===== config.mk =====
export PLATFORM = sky130hd
export DESIGN_NAME = vad_dialer
export DESIGN_NICKNAME = d
export VERILOG_FILES = /design/src/inc/vad_pkg.sv /design/src/verilog/vad_nvm_port.sv /design/src/verilog/vad_dialer.sv
export VERILOG_INCLUDE_DIRS = /design/src /design/src/inc
export SDC_FILE = /design/constraint.sdc
export NUM_CORES = 1
export LEC_CHECK = 0
export ABC_AREA = 1
export BUFFER_PORTS_ARGS = -buffer_cell sky130_fd_sc_hd__buf_2
export CORE_MARGIN = 5
export CORE_UTILIZATION = 60
export CTS_CLUSTER_DIAMETER = 120
export CTS_CLUSTER_SIZE = 40
export DETAILED_ROUTE_END_ITERATION = 16
export GPL_TIMING_DRIVEN = 1
export PLACE_DENSITY = 0.79
export SLEW_MARGIN = 20
export SYNTH_ARGS = -nofsm -noshare
export SYNTH_HDL_FRONTEND = slang
export SYNTH_SLANG_ARGS = --single-unit

===== constraint.sdc =====
create_clock -name CLOCK -period 3.4 [get_ports CLOCK]
set_clock_uncertainty 0.1 [all_clocks]
set_input_delay 0.51 -clock CLOCK [delete_from_list [all_inputs] [get_ports CLOCK]]
set_output_delay 0.51 -clock CLOCK [all_outputs]
set_load 0.01 [all_outputs]

===== src/inc/vad_map.svh =====
// Offsets, codes and timing constants of the videotex autodialer
`ifndef VAD_MAP_SVH
`define VAD_MAP_SVH
// Clock and time units
`define VAD_CLK_PERIOD_NS      5
`define VAD_MS_TIME_NS         1000000
`define VAD_NVM_CLK_HZ         14000
// Timeouts and dial pulse timing, in milliseconds
`define VAD_LOOP_TIMEOUT_MS    16'd30000
`define VAD_CARRIER_TIMEOUT_MS 16'd30000
`define VAD_PAUSE_TIMEOUT_MS   16'd4000
`define VAD_BREAK_MS           16'd66
`define VAD_MAKE_MS            16'd34
`define VAD_INTERDIGIT_MS      16'd700
// Binary keypad codes
`define VAD_KEY_SQUARE         7'h72
`define VAD_KEY_HOLD           7'h6B
`define VAD_KEY_PICTEXT        7'h60
`define VAD_KEY_DIG1           7'h6C
`define VAD_KEY_DIG2           7'h6D
`define VAD_KEY_DIG3           7'h6E
`define VAD_KEY_DIG4           7'h68
// ASCII keypad codes
`define VAD_ASC_SQUARE         7'h23
`define VAD_ASC_DIG1           7'h31
`define VAD_ASC_DIG4           7'h34
// Store layout: block index 0 is block 1
`define VAD_BLK_IDENTITY       3'h0
`define VAD_BLK_NUM_A          3'h1
`define VAD_BLK_NUM_B          3'h2
`define VAD_BLK_NUM_E          3'h5
`define VAD_BLK_NUM_F          3'h6
`define VAD_BLK_CHARS          5'h10
// Stored character low nibbles
`define VAD_CODE_DIGIT_MAX     4'h9
`define VAD_CODE_PAUSE         4'hB
`define VAD_CODE_FILL          4'hF
// Display characters
`define VAD_DISP_ZERO          7'h30
`define VAD_DISP_SPACE         7'h20
`define VAD_DISP_STAR          7'h2A
// Serial memory modes, bit 2 is the shared carrier pin
`define VAD_NVM_MODE_STANDBY   3'h0
`define VAD_NVM_MODE_ADDR      3'h3
`define VAD_NVM_MODE_READ      3'h1
`define VAD_NVM_MODE_SHIFT     3'h5
`define VAD_NVM_ADDR_BITS      4'h8
`define VAD_NVM_DATA_BITS      4'h8
`endif


===== src/inc/vad_pkg.sv =====
// Types shared by the autodialer modules
package vad_pkg;
  typedef enum logic [3:0] {
    ST_IDLE    = 4'h0,
    ST_LOOPED  = 4'h1,
    ST_FETCH   = 4'h3,
    ST_BREAK   = 4'h2,
    ST_MAKE    = 4'h6,
    ST_GAP     = 4'h7,
    ST_NEXT    = 4'h5,
    ST_PAUSE   = 4'h4,
    ST_WAITCAR = 4'hC,
    ST_ONLINE  = 4'hD,
    ST_IDSEND  = 4'hF
  } vad_state_t;
  typedef enum logic [2:0] {
    NV_IDLE  = 3'h0,
    NV_ADDR  = 3'h1,
    NV_READ  = 3'h3,
    NV_SHIFT = 3'h2,
    NV_DONE  = 3'h6
  } vad_nvm_state_t;
endpackage : vad_pkg


===== src/verilog/vad_nvm_port.sv =====
// Serial non-volatile store port: address out, one character back
`timescale 1ns/1ps
`include "vad_map.svh"
module vad_nvm_port #(
  parameter int HALF_DIV = 7142
) (
  input  wire logic       clk,
  input  wire logic       rst_n,
  input  wire logic       ce,
  input  wire logic       start,
  input  wire logic [7:0] addr,
  input  wire logic       data_in,
  output logic            done_ff,
  output logic [7:0]      rdata_ff,
  output logic            idle_ff,
  output logic            nclk_ff,
  output logic [2:0]      mode_ff,
  output logic            mode_c_oe_n_ff,
  output logic            data_o_ff,
  output logic            data_oe_n_ff
);
  vad_pkg::vad_nvm_state_t st_ff, nxt_st;
  logic [12:0] div_ff, nxt_div;
  logic [3:0]  bit_ff, nxt_bit;
  logic [7:0]  sh_ff, nxt_sh;
  logic [7:0]  nxt_rdata;
  logic        nxt_nclk, nxt_done, nxt_data_o, nxt_data_oe_n, nxt_c_oe_n;
  logic [2:0]  nxt_mode;
  logic        rise;

  always_comb
  begin
    nxt_st        = st_ff;
    nxt_div       = div_ff;
    nxt_bit       = bit_ff;
    nxt_sh        = sh_ff;
    nxt_rdata     = rdata_ff;
    nxt_nclk      = nclk_ff;
    nxt_done      = 1'b0;
    nxt_data_o    = data_o_ff;
    nxt_data_oe_n = data_oe_n_ff;
    nxt_mode      = mode_ff;
    nxt_c_oe_n    = mode_c_oe_n_ff;
    rise          = 1'b0;
    // Memory clock runs only while a transfer is busy
    if (st_ff != vad_pkg::NV_IDLE && st_ff != vad_pkg::NV_DONE)
    begin
      if (div_ff == 13'(HALF_DIV - 1))
      begin
        nxt_div  = 13'h0;
        nxt_nclk = ~nclk_ff;
        rise     = ~nclk_ff;
      end
      else
        nxt_div = div_ff + 13'h1;
    end
    case (st_ff)
      vad_pkg::NV_IDLE:
        if (start)
        begin
          nxt_st        = vad_pkg::NV_ADDR;
          nxt_sh        = addr;
          nxt_bit       = 4'h0;
          nxt_div       = 13'h0;
          nxt_mode      = `VAD_NVM_MODE_ADDR;
          nxt_c_oe_n    = 1'b0;
          nxt_data_oe_n = 1'b0;
          nxt_data_o    = addr[7];
        end
      vad_pkg::NV_ADDR:
        if (rise)
        begin
          nxt_sh     = {sh_ff[6:0], 1'b0};
          nxt_data_o = sh_ff[6];
          nxt_bit    = bit_ff + 4'h1;
          if (bit_ff == `VAD_NVM_ADDR_BITS - 4'h1)
          begin
            nxt_st        = vad_pkg::NV_READ;
            nxt_mode      = `VAD_NVM_MODE_READ;
            nxt_data_oe_n = 1'b1;
          end
        end
      vad_pkg::NV_READ:
        if (rise)
        begin
          nxt_st   = vad_pkg::NV_SHIFT;
          nxt_bit  = 4'h0;
          nxt_mode = `VAD_NVM_MODE_SHIFT;
        end
      vad_pkg::NV_SHIFT:
        if (rise)
        begin
          nxt_sh  = {sh_ff[6:0], data_in};
          nxt_bit = bit_ff + 4'h1;
          if (bit_ff == `VAD_NVM_DATA_BITS - 4'h1)
          begin
            nxt_st     = vad_pkg::NV_DONE;
            nxt_rdata  = {sh_ff[6:0], data_in};
            nxt_mode   = `VAD_NVM_MODE_STANDBY;
            nxt_c_oe_n = 1'b1;
            nxt_nclk   = 1'b0;
          end
        end
      vad_pkg::NV_DONE:
      begin
        nxt_done = 1'b1;
        nxt_st   = vad_pkg::NV_IDLE;
      end
      default:
        nxt_st = vad_pkg::NV_IDLE;
    endcase
  end

  always_ff @(posedge clk or negedge rst_n)
  begin
    if (!rst_n)
    begin
      st_ff          <= vad_pkg::NV_IDLE;
      div_ff         <= 13'h0;
      bit_ff         <= 4'h0;
      sh_ff          <= 8'h0;
      rdata_ff       <= 8'h0;
      nclk_ff        <= 1'b0;
      done_ff        <= 1'b0;
      idle_ff        <= 1'b1;
      data_o_ff      <= 1'b0;
      data_oe_n_ff   <= 1'b1;
      mode_ff        <= `VAD_NVM_MODE_STANDBY;
      mode_c_oe_n_ff <= 1'b1;
    end
    else if (ce)
    begin
      st_ff          <= nxt_st;
      div_ff         <= nxt_div;
      bit_ff         <= nxt_bit;
      sh_ff          <= nxt_sh;
      rdata_ff       <= nxt_rdata;
      nclk_ff        <= nxt_nclk;
      done_ff        <= nxt_done;
      idle_ff        <= (nxt_st == vad_pkg::NV_IDLE);
      data_o_ff      <= nxt_data_o;
      data_oe_n_ff   <= nxt_data_oe_n;
      mode_ff        <= nxt_mode;
      mode_c_oe_n_ff <= nxt_c_oe_n;
    end
  end
endmodule : vad_nvm_port


===== src/verilog/vad_dialer.sv =====
// Autodialer and terminal identity sequencer for a videotex terminal
`timescale 1ns/1ps
`include "vad_map.svh"
module vad_dialer #(
  parameter int MS_CYCLES = `VAD_MS_TIME_NS / `VAD_CLK_PERIOD_NS,
  parameter int NVM_HALF  = 1000000000 / (2 * `VAD_NVM_CLK_HZ * `VAD_CLK_PERIOD_NS)
) (
  input  wire logic       CLOCK,
  input  wire logic       RSTN,
  input  wire logic       CLK_EN,
  input  wire logic       KEY_VALID,
  input  wire logic [6:0] KEY_CODE,
  input  wire logic       DISP_VIDEOTEX,
  input  wire logic       ID_REQ,
  output logic            LINE_RELAY,
  output logic            MASK_RELAY,
  output logic            DIAL_RELAY,
  output logic            SET_TEXT_MODE,
  output logic            CLEAR_STORE,
  output logic            CHAR_VALID,
  output logic [6:0]      CHAR_CODE,
  output logic            ID_VALID,
  output logic [3:0]      ID_DIGIT,
  output logic            CARRIER_UP,
  output logic            NVM_CLK,
  output logic            MEM_MODE_CTL_A,
  output logic            MEM_MODE_CTL_B,
  output logic            MEM_MODE_CTL_C_O,
  output logic            MEM_MODE_CTL_C_OE_N,
  input  wire logic       MEM_MODE_CTL_C_I,
  output logic            NVM_DATA_O,
  output logic            NVM_DATA_OE_N,
  input  wire logic       NVM_DATA_I
);
  vad_pkg::vad_state_t st_ff, nxt_st;
  logic [17:0] pre_ff, nxt_pre;
  logic        tick_ff, nxt_tick;
  logic [15:0] tmr_ff, nxt_tmr;
  logic [2:0]  blk_ff, nxt_blk;
  logic [4:0]  chr_ff, nxt_chr;
  logic [3:0]  pls_ff, nxt_pls;
  logic [6:0]  sel_ff, nxt_sel;
  logic        vtx_ff;
  logic        start_ff, nxt_start;
  logic        nxt_text, nxt_clear, nxt_cvalid, nxt_ivalid;
  logic [6:0]  nxt_ccode;
  logic [3:0]  nxt_idig;
  logic [2:0]  car_sync_ff, dat_sync_ff;
  logic        carrier_ff, nxt_carrier;
  logic        done;
  logic        nvm_idle;
  logic [7:0]  rdata;
  logic [2:0]  mode;
  logic [3:0]  nib;
  logic        is_square, is_release, is_dig;
  logic [2:0]  dig_blk;

  // Mode pin C doubles as carrier sense; only trusted while released
  vad_nvm_port #(
    .HALF_DIV (NVM_HALF)
  ) u_nvm (
    .clk            (CLOCK),
    .rst_n          (RSTN),
    .ce             (CLK_EN),
    .start          (start_ff),
    .addr           ({1'b0, blk_ff, chr_ff[3:0]}),
    .data_in        (dat_sync_ff[2]),
    .done_ff        (done),
    .rdata_ff       (rdata),
    .idle_ff        (nvm_idle),
    .nclk_ff        (NVM_CLK),
    .mode_ff        (mode),
    .mode_c_oe_n_ff (MEM_MODE_CTL_C_OE_N),
    .data_o_ff      (NVM_DATA_O),
    .data_oe_n_ff   (NVM_DATA_OE_N)
  );

  assign MEM_MODE_CTL_A   = mode[0];
  assign MEM_MODE_CTL_B   = mode[1];
  assign MEM_MODE_CTL_C_O = mode[2];
  assign CARRIER_UP       = carrier_ff;
  assign nib              = rdata[3:0];

  // Key decode accepts both binary pad codes and ASCII for square and digits; release keys are binary pad codes only
  always_comb
  begin
    is_square  = KEY_VALID && (KEY_CODE == `VAD_KEY_SQUARE || KEY_CODE == `VAD_ASC_SQUARE);
    is_release = KEY_VALID && (KEY_CODE == `VAD_KEY_HOLD || KEY_CODE == `VAD_KEY_PICTEXT);
    is_dig     = KEY_VALID;
    dig_blk    = `VAD_BLK_NUM_A;
    case (KEY_CODE)
      `VAD_KEY_DIG1, `VAD_ASC_DIG1:       dig_blk = `VAD_BLK_NUM_A;
      `VAD_KEY_DIG2, `VAD_ASC_DIG1 + 7'h1: dig_blk = `VAD_BLK_NUM_B;
      `VAD_KEY_DIG3, `VAD_ASC_DIG4 - 7'h1: dig_blk = `VAD_BLK_NUM_E;
      `VAD_KEY_DIG4, `VAD_ASC_DIG4:       dig_blk = `VAD_BLK_NUM_F;
      default:                            is_dig  = 1'b0;
    endcase
  end

  // Carrier level changes only when the last two sync stages agree
  always_comb
  begin
    nxt_carrier = carrier_ff;
    if (nvm_idle && MEM_MODE_CTL_C_OE_N && car_sync_ff[1] == car_sync_ff[2])
      nxt_carrier = car_sync_ff[2];
  end

  always_ff @(posedge CLOCK or negedge RSTN)
  begin
    if (!RSTN)
    begin
      car_sync_ff <= 3'h0;
      dat_sync_ff <= 3'h0;
      carrier_ff  <= 1'b0;
    end
    else if (CLK_EN)
    begin
      if (!MEM_MODE_CTL_C_OE_N)  // Own mode level on the pin must never pass as carrier
        car_sync_ff <= {3{carrier_ff}};
      else
        car_sync_ff <= {car_sync_ff[1:0], MEM_MODE_CTL_C_I};
      dat_sync_ff <= {dat_sync_ff[1:0], NVM_DATA_I};
      carrier_ff  <= nxt_carrier;
    end
  end

  // Millisecond tick keeps the long timers within 16 bits
  always_comb
  begin
    nxt_tick = 1'b0;
    nxt_pre  = pre_ff + 18'h1;
    if (pre_ff == 18'(MS_CYCLES - 1))
    begin
      nxt_pre  = 18'h0;
      nxt_tick = 1'b1;
    end
  end

  always_comb
  begin
    nxt_st     = st_ff;
    nxt_blk    = blk_ff;
    nxt_chr    = chr_ff;
    nxt_pls    = pls_ff;
    nxt_sel    = sel_ff;
    nxt_start  = 1'b0;
    nxt_text   = 1'b0;
    nxt_clear  = 1'b0;
    nxt_cvalid = 1'b0;
    nxt_ccode  = CHAR_CODE;
    nxt_ivalid = 1'b0;
    nxt_idig   = ID_DIGIT;
    case (st_ff)
      vad_pkg::ST_IDLE:
        if (is_square && DISP_VIDEOTEX)
        begin
          nxt_st    = vad_pkg::ST_LOOPED;
          nxt_text  = 1'b1;
          nxt_clear = 1'b1;
        end
      vad_pkg::ST_LOOPED:
        if (carrier_ff)
          nxt_st = vad_pkg::ST_ONLINE;
        else if (is_dig)
        begin
          nxt_blk   = dig_blk;
          nxt_chr   = 5'h0;
          nxt_sel   = KEY_CODE;
          nxt_start = 1'b1;
          nxt_st    = vad_pkg::ST_FETCH;
        end
        else if (tmr_ff >= `VAD_LOOP_TIMEOUT_MS)
          nxt_st = vad_pkg::ST_IDLE;
      vad_pkg::ST_FETCH:
        if (done)
        begin
          nxt_chr    = chr_ff + 5'h1;
          nxt_cvalid = 1'b1;
          nxt_st     = vad_pkg::ST_NEXT;
          if (nib <= `VAD_CODE_DIGIT_MAX)
          begin
            nxt_ccode = `VAD_DISP_ZERO + {3'h0, nib};
            nxt_pls   = (nib == 4'h0) ? 4'hA : nib;
            nxt_st    = vad_pkg::ST_BREAK;
          end
          else if (nib == `VAD_CODE_PAUSE)
          begin
            nxt_ccode = `VAD_DISP_STAR;
            nxt_st    = vad_pkg::ST_PAUSE;
          end
          else if (nib == `VAD_CODE_FILL)
            nxt_ccode = `VAD_DISP_SPACE;
          else
            nxt_cvalid = 1'b0;
        end
      vad_pkg::ST_BREAK:
        if (tmr_ff >= `VAD_BREAK_MS)
          nxt_st = vad_pkg::ST_MAKE;
      vad_pkg::ST_MAKE:
        if (tmr_ff >= `VAD_MAKE_MS)
        begin
          nxt_pls = pls_ff - 4'h1;
          nxt_st  = (pls_ff == 4'h1) ? vad_pkg::ST_GAP : vad_pkg::ST_BREAK;
        end
      vad_pkg::ST_GAP:
        if (tmr_ff >= `VAD_INTERDIGIT_MS)
          nxt_st = vad_pkg::ST_NEXT;
      vad_pkg::ST_PAUSE:
        if ((KEY_VALID && KEY_CODE == sel_ff) || tmr_ff >= `VAD_PAUSE_TIMEOUT_MS)
          nxt_st = vad_pkg::ST_NEXT;
      vad_pkg::ST_NEXT:
        if (chr_ff >= `VAD_BLK_CHARS)
          nxt_st = vad_pkg::ST_WAITCAR;
        else
        begin
          nxt_start = 1'b1;
          nxt_st    = vad_pkg::ST_FETCH;
        end
      vad_pkg::ST_WAITCAR:
        if (carrier_ff)
          nxt_st = vad_pkg::ST_ONLINE;
        else if (is_square)
        begin
          nxt_st    = vad_pkg::ST_LOOPED;
          nxt_text  = 1'b1;
          nxt_clear = 1'b1;
        end
        else if (tmr_ff >= `VAD_CARRIER_TIMEOUT_MS)
          nxt_st = vad_pkg::ST_IDLE;
      vad_pkg::ST_ONLINE:
        // Digit keys fall through to the normal keypad path here
        if (ID_REQ)
        begin
          nxt_blk   = `VAD_BLK_IDENTITY;
          nxt_chr   = 5'h0;
          nxt_start = 1'b1;
          nxt_st    = vad_pkg::ST_IDSEND;
        end
      vad_pkg::ST_IDSEND:
        if (done)
        begin
          nxt_chr    = chr_ff + 5'h1;
          nxt_ivalid = (nib <= `VAD_CODE_DIGIT_MAX);
          nxt_idig   = nib;
          if (chr_ff == `VAD_BLK_CHARS - 5'h1)
            nxt_st = vad_pkg::ST_ONLINE;
          else
            nxt_start = 1'b1;
        end
      default:
        nxt_st = vad_pkg::ST_IDLE;
    endcase
    // Releases override the state, text mode, clear and memory start; the store is left as it stands
    if (st_ff != vad_pkg::ST_IDLE)
    begin
      if (is_release || (vtx_ff && !DISP_VIDEOTEX))
      begin
        nxt_st    = vad_pkg::ST_IDLE;
        nxt_clear = 1'b0;
        nxt_text  = 1'b0;
        nxt_start = 1'b0;
      end
      else if ((st_ff == vad_pkg::ST_ONLINE || st_ff == vad_pkg::ST_IDSEND) && !carrier_ff)
      begin
        nxt_st    = vad_pkg::ST_IDLE;
        nxt_start = 1'b0;
      end
    end
  end

  // Timer restarts on every state change
  always_comb
  begin
    nxt_tmr = tmr_ff;
    if (nxt_st != st_ff)
      nxt_tmr = 16'h0;
    else if (tick_ff && tmr_ff != 16'hFFFF)
      nxt_tmr = tmr_ff + 16'h1;
  end

  always_ff @(posedge CLOCK or negedge RSTN)
  begin
    if (!RSTN)
    begin
      st_ff         <= vad_pkg::ST_IDLE;
      pre_ff        <= 18'h0;
      tick_ff       <= 1'b0;
      tmr_ff        <= 16'h0;
      blk_ff        <= 3'h0;
      chr_ff        <= 5'h0;
      pls_ff        <= 4'h0;
      sel_ff        <= 7'h0;
      vtx_ff        <= 1'b0;
      start_ff      <= 1'b0;
      LINE_RELAY    <= 1'b0;
      MASK_RELAY    <= 1'b0;
      DIAL_RELAY    <= 1'b0;
      SET_TEXT_MODE <= 1'b0;
      CLEAR_STORE   <= 1'b0;
      CHAR_VALID    <= 1'b0;
      CHAR_CODE     <= 7'h0;
      ID_VALID      <= 1'b0;
      ID_DIGIT      <= 4'h0;
    end
    else if (CLK_EN)
    begin
      st_ff         <= nxt_st;
      pre_ff        <= nxt_pre;
      tick_ff       <= nxt_tick;
      tmr_ff        <= nxt_tmr;
      blk_ff        <= nxt_blk;
      chr_ff        <= nxt_chr;
      pls_ff        <= nxt_pls;
      sel_ff        <= nxt_sel;
      vtx_ff        <= DISP_VIDEOTEX;
      start_ff      <= nxt_start;
      LINE_RELAY    <= (nxt_st != vad_pkg::ST_IDLE);
      MASK_RELAY    <= (nxt_st inside {vad_pkg::ST_FETCH, vad_pkg::ST_BREAK, vad_pkg::ST_MAKE,
                                       vad_pkg::ST_GAP, vad_pkg::ST_NEXT, vad_pkg::ST_PAUSE});
      DIAL_RELAY    <= (nxt_st == vad_pkg::ST_BREAK);
      SET_TEXT_MODE <= nxt_text;
      CLEAR_STORE   <= nxt_clear;
      CHAR_VALID    <= nxt_cvalid;
      CHAR_CODE     <= nxt_ccode;
      ID_VALID      <= nxt_ivalid;
      ID_DIGIT      <= nxt_idig;
    end
  end
endmodule : vad_dialer


==> impl_metrics.ini, run 1 <==
[run_status]
status = finished, final reports clean

[final_layout]
n_antenna_cell = 0
layout.cells.non_filler = 1129
num-fill-cells = 937
multi_input_area_um2 = 3380
post-route-util = 0.695
design_area_um2 = 7970
layout-area-overhead-vs-synth_pct = 13.2
seq_area_um2 = 3080
final_nets = 1001
layout-drive-gt1-share = 0.135

[yosys]
synth-async-reset-ratio = 1.00
avgSynthCellArea_um2 = 7.62
syn_area_um2 = 7040
ys.flop_type = dfrtp_1
synth_cells = 924
ys_seq_area_frac = 0.438
synthesis.nets = 952
synth.distinct_cells = 52
ys_seq_elements = 123
yosys_warnings = 0
synth_edf_count = 0

[cts]
cts.sinks = 123
cts_max_path_buffers = 2
numCtsBuffers = 17
insertion_delay_ns = 0.42
cts_root_buffer = clkbuf_16
cts.reportedPaths.clkPinSlew_ns = 0.06
htree_levels = 4
cts_tree = done

[grt]
grt_usage = 0.234
grt_max_degree = 60
grt_pass1_wl_mm = 27.0
grt_pass1_vias = 5810
grt_antenna_before_repair = 0
gr-total-overflow = 0

[place]
numPortBuffers = 39
dp_hpwl_mm = 11.3
placed_cell_area_um2 = 7370
gp_congestion = 0.992
dp_cells = 1096

[timing]
slew_violations = 0
setup_viol_count_final = 0
max_freq_ghz = 0.354
rsz0062_at_grt = no
period_needed_ns = 2.82
min_period_over_period = 0.831
setup_tns_ns = 0
tightest_slew_ns = 0.547
hold_violations = 0
slew_headroom = 0.633

[setup_path]
crit_top_cell = inv_2
worst_ep_required_time_ns = 3.60
path_cells = nand2_1 > nor2_1 > inv_1 > nor4_1 > ha_1 > inv_1 > nor3_1 > nor2_2 > nor2_2 > inv_2 > a21oi_2 > inv_2 > nor2_4 > inv_2 > o21ai_0 > a21oi_1
cp_max_fo = 9
worstSetupPathType = flop to flop
crit_slowest_cell = dfrtp_1
critPathLaunchType = flop
end_kind = flop
cp_data_arrival_time_ns = 3.03
slowest_delay_ns = 0.41

[power]
static-leakage-power_nw = 3.94
p_total_mw = 5.41
cellPowerDensity_nw_per_um2 = 679
ir_drop_uv = 504

[floorplan]
die_area_um2 = 14000
start_util = 0.614
core_um2 = 11500
die_w_um = 118
die_h_um = 118
rows = 39
io-pin-count = 41

[routing]
drtIter0Drc = 420
viasPerCell = 5.44
wl_per_cell_um = 14.1
first_pass_iters = 5
vias = 6143
totalWireLength_mm = 15.9
drc = 0
antenna_left = 0

[hold_path]
hold_path_class = primary input to flop

[flow_run]
cap_violations = 0
-- final timing paths --
path / from / endpoint / slack (ns) / cells past startpoint
min: NVM_DATA_I / dat_sync_ff[0] / 0.20 / 3
max: u_nvm.div_ff[7] / u_nvm.nclk_ff / 0.58 / 16
min in group asynchronous: RSTN / u_nvm.bit_ff[3] / 0.44 / 2
max in group asynchronous: RSTN / u_nvm.idle_ff / 1.93 / 3
min reg2reg: sel_ff[5] / sel_ff[5] / 0.36 / 2
max reg2reg: u_nvm.div_ff[7] / u_nvm.nclk_ff / 0.58 / 16
-- per-layer routing --
metal,track usage,wire length (µm),up-vias
met5,0,0,-
met2,0.375,7550,174
met4,0.0710,202,0
li1,-,-,3088
met1,0.313,7230,2863
met3,0.0645,919,18
-- cell type report --
class                   count  share of cell area
multi-input cells         660               0.424
flip-flops and latches    123               0.387
clock buffers              22              0.0595
inverters                 125              0.0592
repair buffers             46              0.0333
well taps                 143              0.0225
clock inverters            10              0.0144
-- Yosys cell counts, types with 12 or more instances --
master	n	area [µm²]
nand2_1	223	837
dfrtp_1	120	3000
inv_1	113	424
nor2_1	108	405
nand3_1	63	315
o21ai_0	54	270
a21oi_1	34	170
nor3_1	25	125
xor2_1	16	140
nand4_1	14	87.6
ha_1	13	163
nor2_4	13	146
nand2_2	12	75.1
-- sequential cells by signal (all words and copies together), names as in the netlist, 3 cells and up --
register / flops
dat_sync_ff: 3
sel_ff: 7
ID_DIGIT: 4
car_sync_ff: 3
tmr_ff: 16
CHAR_CODE: 6
st_ff: 4
u_nvm.st_ff: 3
u_nvm.div_ff: 13
chr_ff: 5
u_nvm.mode_ff: 3
blk_ff: 3
pre_ff: 18
u_nvm.rdata_ff: 4
u_nvm.sh_ff: 7
pls_ff: 4
u_nvm.bit_ff: 4
-- cells in the final DEF (no fill, tap or decap), drive strengths merged, types with 2 or more instances in the layout --
master,count
xor2,16
o21ai,58
nor4,8
o22ai,2
o21bai,3
xnor2,8
buf,45
o21a,6
nand3b,4
ha,13
nor3,26
nor3b,6
a221oi,2
inv,126
bufinv,2
o41ai,2
nand4,14
nand2,237
dfstp,3
a31oi,9
clkinv,4
o31ai,2
clkbuf,22
a21oi,36
a211oi,2
or2,2
dfrtp,120
nor2,128
nand3,66
clkinvlp,3
o211ai,3
-- worst max-delay path, delay by kind of cell, from the launching register on --
kind	cells	cell delay, ns
fa+ha+maj	1	0.26
buf+inv	5	0.40
flops	1	0.41
compound gates	3	0.31
simple gates	7	1.22
-- cells by family (layout without fill, tap and decap cells) --
kind of cell	Yosys count	after routing	share of synthesized area
and+or+nand+nor	493	493	0.321
AOI/OAI and AO/OA	129	129	0.106
adders and majority gates	13	13	0.0231
DFF	123	123	0.438
xor gates and xnor gates	24	24	0.0299
buffers and inverters	141	203	0.0816
other	1	1	0.000533
-- repair_timing --
action,CTS,global route
setup buffers,0,0
hold buffers,1,0
gates resized for setup,0,0
endpoints found under the hold margin,25,0
-- metrics by stage --
| stage | hold WS (ns) | setup WS (ns) |
|---|---|---|
| after floorplan | 0.114 | 0.986 |
| after global placement | 0.346 | 0.688 |
| after detailed placement | 0.348 | 0.605 |
| after CTS | 0.188 | 0.578 |
| after global routing | 0.208 | 0.294 |
| final | 0.204 | 0.576 |
-- power by group --
| group | leakage [nW] | internal [mW] | switching (mW) |
|---|---|---|---|
| Combinational | 2.12 | 0.511 | 1.03 |
| Sequential | 1.54 | 1.80 | 0.284 |
| Clock | 0.283 | 1.13 | 0.657 |
| Total | 3.94 | 3.45 | 1.97 |
Power figures use the tool's default switching activity.
==> inputs of run 2 (changes only) <==
ABC_AREA = 0   (was 1)
CORE_UTILIZATION = 55   (was 60)
PLACE_DENSITY = 0.76   (was 0.79)
clock period = 2.5 ns   (was 3.4 ns; I/O delays follow)
==> run 2 against run 1 <==
  * The flow now finishes with violations (negative setup slack)
  * Cell area increased by 9.7%
  * Setup slack got worse by 0.65 ns
  * Wire length increased by 14%
  * Via count decreased by 0.63%
  * Total power increased by 37%
  * Utilization increased by 3.0 points
  * Highest routed layer unchanged
==> impl_metrics.ini, run 2 <==
[run_status]
status = complete, but fails checks
violations = negative setup slack

[final_layout]
seq_area_um2 = 3090
largest_reg_flops = 18
top_register = pre_ff
design_area_um2 = 8740
n_antenna_cell = 0
layout_commonest_cell = dfrtp_1
multi_input_area_um2 = 3620
num-fill-cells = 852
final_nets = 882
post-route-util = 0.724
layout-area-overhead-vs-synth_pct = 28.7
reg.largest.list = pre_ff x18, tmr_ff x16, u_nvm.div_ff x13
layout_common_cells = dfrtp_1 (117), buf_4 (92), nor2_1 (66)
layout-drive-gt1-share = 0.284

[setup_path]
end_kind = flop
cp_data_arrival_time_ns = 2.79
critPathLaunchType = flop
worstSetupPathType = flop to flop
cp_max_fo = 5
r2r_start = st_ff[2]
cp-startpoint = st_ff[2]
worst_ep_required_time_ns = 2.72

[floorplan]
start_util = 0.563
io-pin-count = 41
core_um2 = 12100
die_w_um = 121
die_h_um = 121
die_area_um2 = 14700
rows = 40

[cts]
htree_levels = 4
insertion_delay_ns = 0.43
cts_root_buffer = clkbuf_16
cts.sinks = 123
cts_tree = done
cts.reportedPaths.clkPinSlew_ns = 0.06
cts_max_path_buffers = 2
numCtsBuffers = 17

[timing]
period_needed_ns = 2.57
tightest_slew_ns = 0.733
setup_tns_ns = -0.794
min_period_over_period = 1.03
rsz0062_at_grt = yes
slew_violations = 0
max_freq_ghz = 0.389
hold_violations = 0
setup_viol_count_final = 15
setup_ws_ns = -0.0705
slew_headroom = 0.511

[power]
seqPwrFrac = 0.338
p_int_mw = 5.15
ir_drop_uv = 568
pwr-share-clk = 0.392
static-leakage-power_nw = 4.00
sw_frac_of_total = 0.304
switching_power_mw = 2.25
cellPowerDensity_nw_per_um2 = 846
pwr-share-comb = 0.269

[yosys]
synth_cells = 730
yosys_warnings = 0
post-synth-top-count-cell = dfrtp_1
synth_common_cells = dfrtp_1 (120), nor2_1 (68), nand2_1 (67)
ys_seq_elements = 123
synth_top_area_share = 0.442
synth-async-reset-ratio = 1.00
ys_seq_area_frac = 0.454
ys.flop_type = dfrtp_1
avgSynthCellArea_um2 = 9.30
netlist_top_cells_area = dfrtp_1 (44%), xnor2_1 (3.9%), nor2_1 (3.8%), nand2_1 (3.7%), mux2_2 (3.3%)
synth.distinct_cells = 80
synth_edf_count = 0
synthesis.nets = 758
syn_area_um2 = 6790
yosysTopAreaCell = dfrtp_1

[routing]
first_pass_iters = 5
vias = 6104
drt-met1-wl_mm = 7.83
viasPerCell = 5.90
wl_met2_mm = 8.92
wl_per_cell_um = 17.5
drtIter0Drc = 640
top_layer = met4
wl_met3_um = 947
antenna_left = 0
totalWireLength_mm = 18.1
drc = 0

[place]
placed_cell_area_um2 = 7740
gp_congestion = 1.02
numPortBuffers = 39
dp_hpwl_mm = 12.4

[grt]
grt_antenna_before_repair = 0
grt_pass1_vias = 5938
grt_usage = 0.253
grt_pass1_wl_mm = 29.2
gr-total-overflow = 0
grt_max_degree = 54

[hold_path]
hold_path_class = primary input to flop
worstHoldStart = NVM_DATA_I

[flow_run]
cap_violations = 0
==> run 2: final cells by class <==
cell class | instances | area share
well taps | 168 | 0.0241
flip-flops and latches | 123 | 0.353
inverters | 32 | 0.0137
clock inverters | 10 | 0.0239
repair buffers | 138 | 0.115
multi-input cells | 542 | 0.415
clock buffers | 22 | 0.0554
==> run 2: power by group through the flow <==
| stage | combinational [mW] | sequential [mW] | clock (mW) |
|---|---|---|---|
| 6_report | 1.99 | 2.50 | 2.90 |
| 2_1_floorplan | 1.04 | 2.46 | 0 |
| 4_1_cts | 1.83 | 2.50 | 2.91 |
| 3_5_place_dp | 1.69 | 2.52 | 0 |
| 5_1_grt | 2.14 | 2.53 | 3.02 |
| 3_3_place_gp | 1.63 | 2.51 | 0 |
==> run 2: path summary, 6_finish.rpt <==
path	endpoint	slack, ns	depth (start not counted)
max	tmr_ff[1]	-0.07	10
min	dat_sync_ff[0]	0.09	2
max reg2reg	tmr_ff[1]	-0.07	10
min reg2reg	CHAR_CODE[5]	0.37	1
max in group asynchronous	u_nvm.data_oe_n_ff	1.15	3
min in group asynchronous	pre_ff[8]	0.45	2
==> run 2: cells by family after synthesis <==
kind of cell,synth area share
mux,0.0498
other cells,0.000552
buf+inv,0.0404
flops,0.454
compound gates,0.158
simple gates,0.214
fa+ha+maj,0.0254
xor+xnor,0.0580
==> run 2: metrics by stage <==
step	std cells	hold WS, ns	worst slack [ns]	power [mW]
finish	1035	0.0864	-0.0705	7.39
global placement	989	0.347	-0.0807	4.14
floorplan	730	-0.0206	-0.0186	3.50
CTS	1025	0.0787	-0.0194	7.24
global route	1035	0.0871	-0.130	7.70
detailed placement	989	0.354	-0.190	4.21
==> run 2: metal layers <==
layer	vias up	global-route usage
met5	-	0
met4	0	0.0914
met3	38	0.0657
met2	208	0.412
met1	2996	0.326
li1	2862	-
==> run 2: worst max-delay path, stage by stage (launching register included) <==
cell and delay, ns:
dfrtp_2 0.45, buf_4 0.16, buf_4 0.13, nor4_1 0.50, a21oi_2 0.17, buf_4 0.17
nand3_1 0.09, o221a_2 0.24, buf_6 0.12, nand2_2 0.08, o311ai_2 0.25
==> run 2: repair_timing <==
| item | in CTS | in global routing |
|---|---|---|
| pin swaps | 6 | 14 |
| endpoints found under the setup margin | 16 | 22 |
| resized for setup | 20 | 22 |
| hold buffers | 1 | 0 |
| buffers inserted | 3 | 10 |
| hold endpoints to repair | 50 | 0 |
==> inputs of run 3 (changes only) <==
MAX_ROUTING_LAYER = met4   (was default)
TNS_END_PERCENT = 50   (was default)
==> run 3 against run 2 <==
  * Die area is the same
  * Sequential power is essentially flat
  * Flip-flop and latch count is the same
  * Highest routed layer unchanged
  * Non-clock buffer count shrank 21
  * The run still ends with negative setup slack left
==> impl_metrics.ini, run 3 (synthesis gave the netlist of run 2 again) <==
[final_layout]
post-route-util = 0.699
num-fill-cells = 910
top_register = pre_ff
final_nets = 861
n_antenna_cell = 0
reg.largest.list = pre_ff x18, tmr_ff x16, u_nvm.div_ff x13
layout-drive-gt1-share = 0.246
largest_reg_flops = 18
layout_commonest_cell = dfrtp_1
layout.cells.non_filler = 1014
layout-area-overhead-vs-synth_pct = 24.1
layout_common_cells = dfrtp_1 (118), buf_4 (70), nor2_1 (68)

[timing]
slew_violations = 0
period_needed_ns = 2.53
setup_ws_ns = -0.0346
whs_ns = 0.0931
max_freq_ghz = 0.395
hold_violations = 0
rsz0062_at_grt = yes
tightest_slew_ns = 0.591
min_period_over_period = 1.01
setup_viol_count_final = 14
slew_headroom = 0.603

[grt]
grt_max_degree = 71
grt_pass1_vias = 5866
grt_pass1_wl_mm = 28.9
gr-total-overflow = 0
grt_usage = 0.250
grt_antenna_before_repair = 0

[cts]
htree_levels = 4
insertion_delay_ns = 0.41
cts_root_buffer = clkbuf_16
cts_tree = done
cts.sinks = 123
cts.reportedPaths.clkPinSlew_ns = 0.06
numCtsBuffers = 17
cts_max_path_buffers = 2

[floorplan]
core_um2 = 12100
die_h_um = 121
die_w_um = 121
rows = 40
die_area_um2 = 14700
start_util = 0.563
io-pin-count = 41

[setup_path]
crit_slowest_cell = or4_1
slowest_delay_ns = 0.51
cp_max_fo = 5
critPathLaunchType = flop
worst-path-buf-inv = 1
path_cells = or4_1 > o31a_1 > o211ai_1 > o21ai_1 > o21a_1 > mux2i_4 > a21oi_4 > buf_6 > nor2_2
end_kind = flop
cp_top_family = compound AO/OA/AOI/OAI gates
worstSetupPathType = flop to flop
worst_ep_required_time_ns = 2.70
cp_data_arrival_time_ns = 2.74

[power]
cellPowerDensity_nw_per_um2 = 818
ir_drop_uv = 492
static-leakage-power_nw = 3.83

[run_status]
status = complete, but fails checks
violations = negative setup slack

[routing]
viasPerCell = 5.88
vias = 5963
drtIter0Drc = 745
totalWireLength_mm = 17.2
drc = 0
wl_per_cell_um = 16.9
antenna_left = 0
first_pass_iters = 5

[place]
gp_congestion = 0.973
dp_cells = 978
dp_hpwl_mm = 12.3
numPortBuffers = 39

[flow_run]
cap_violations = 0

[hold_path]
hold_path_class = primary input to flop
==> run 3: repair_timing <==
| item | CTS | global route |
|---|---|---|
| gates resized for setup | 10 | 16 |
| endpoints found under the hold margin | 28 | 0 |
| hold buffers | 1 | 0 |
| endpoints found under the setup margin | 17 | 24 |
| setup buffers | 0 | 3 |
| pin swaps | 7 | 12 |
==> run 3: through the flow <==
stage | setup WS [ns] | total power, mW | instance area (µm²) | TNS [ns]
finish | -0.0346 | 6.89 | 8430 | -0.315
global route | -0.150 | 7.18 | 8430 | -1.76
CTS | -0.0634 | 6.78 | 8320 | -0.575
detailed placement | -0.264 | 4.14 | 7650 | -3.59
global placement | -0.218 | 4.08 | 7650 | -2.55
floorplan | -0.0186 | 3.50 | 6810 | -0.183
==> run 3: path summary, 6_finish.rpt <==
check | from | endpoint | slack (ns) | cells past startpoint
worst min-delay path | NVM_DATA_I | dat_sync_ff[0] | 0.09 | 2
worst min register to register | CHAR_CODE[5] | CHAR_CODE[5] | 0.36 | 1
worst max-delay path | tmr_ff[4] | tmr_ff[10] | -0.03 | 9
min in group asynchronous | RSTN | pre_ff[9] | 0.34 | 2
worst max register to register | tmr_ff[4] | tmr_ff[10] | -0.03 | 9
max in group asynchronous | RSTN | u_nvm.data_oe_n_ff | 1.23 | 3
==> run 3: cell type report <==
| cell class | count | area (µm²) | share of cell area |
|---|---|---|---|
| clock buffer | 20 | 447 | 0.0530 |
| clock inverter | 12 | 171 | 0.0203 |
| inverter | 32 | 120 | 0.0143 |
| multi-input combinational | 542 | 3550 | 0.421 |
| sequential | 123 | 3080 | 0.366 |
| tap | 168 | 210 | 0.0249 |
| timing repair buffer | 117 | 842 | 0.0999 |
==> run 3: metal layers <==
metal	global-route usage	wire length (µm)	up-vias
li1	-	-	2816
met1	0.332	7620	2933
met2	0.393	8350	194
met3	0.0531	995	20
met4	0.0673	187	0
met5	-	0	-
==> run 3: power by group <==
part	total (mW)	internal, mW	switching (mW)
Clock	2.58	1.69	0.889
Combinational	1.79	0.828	0.962
Sequential	2.52	2.24	0.284
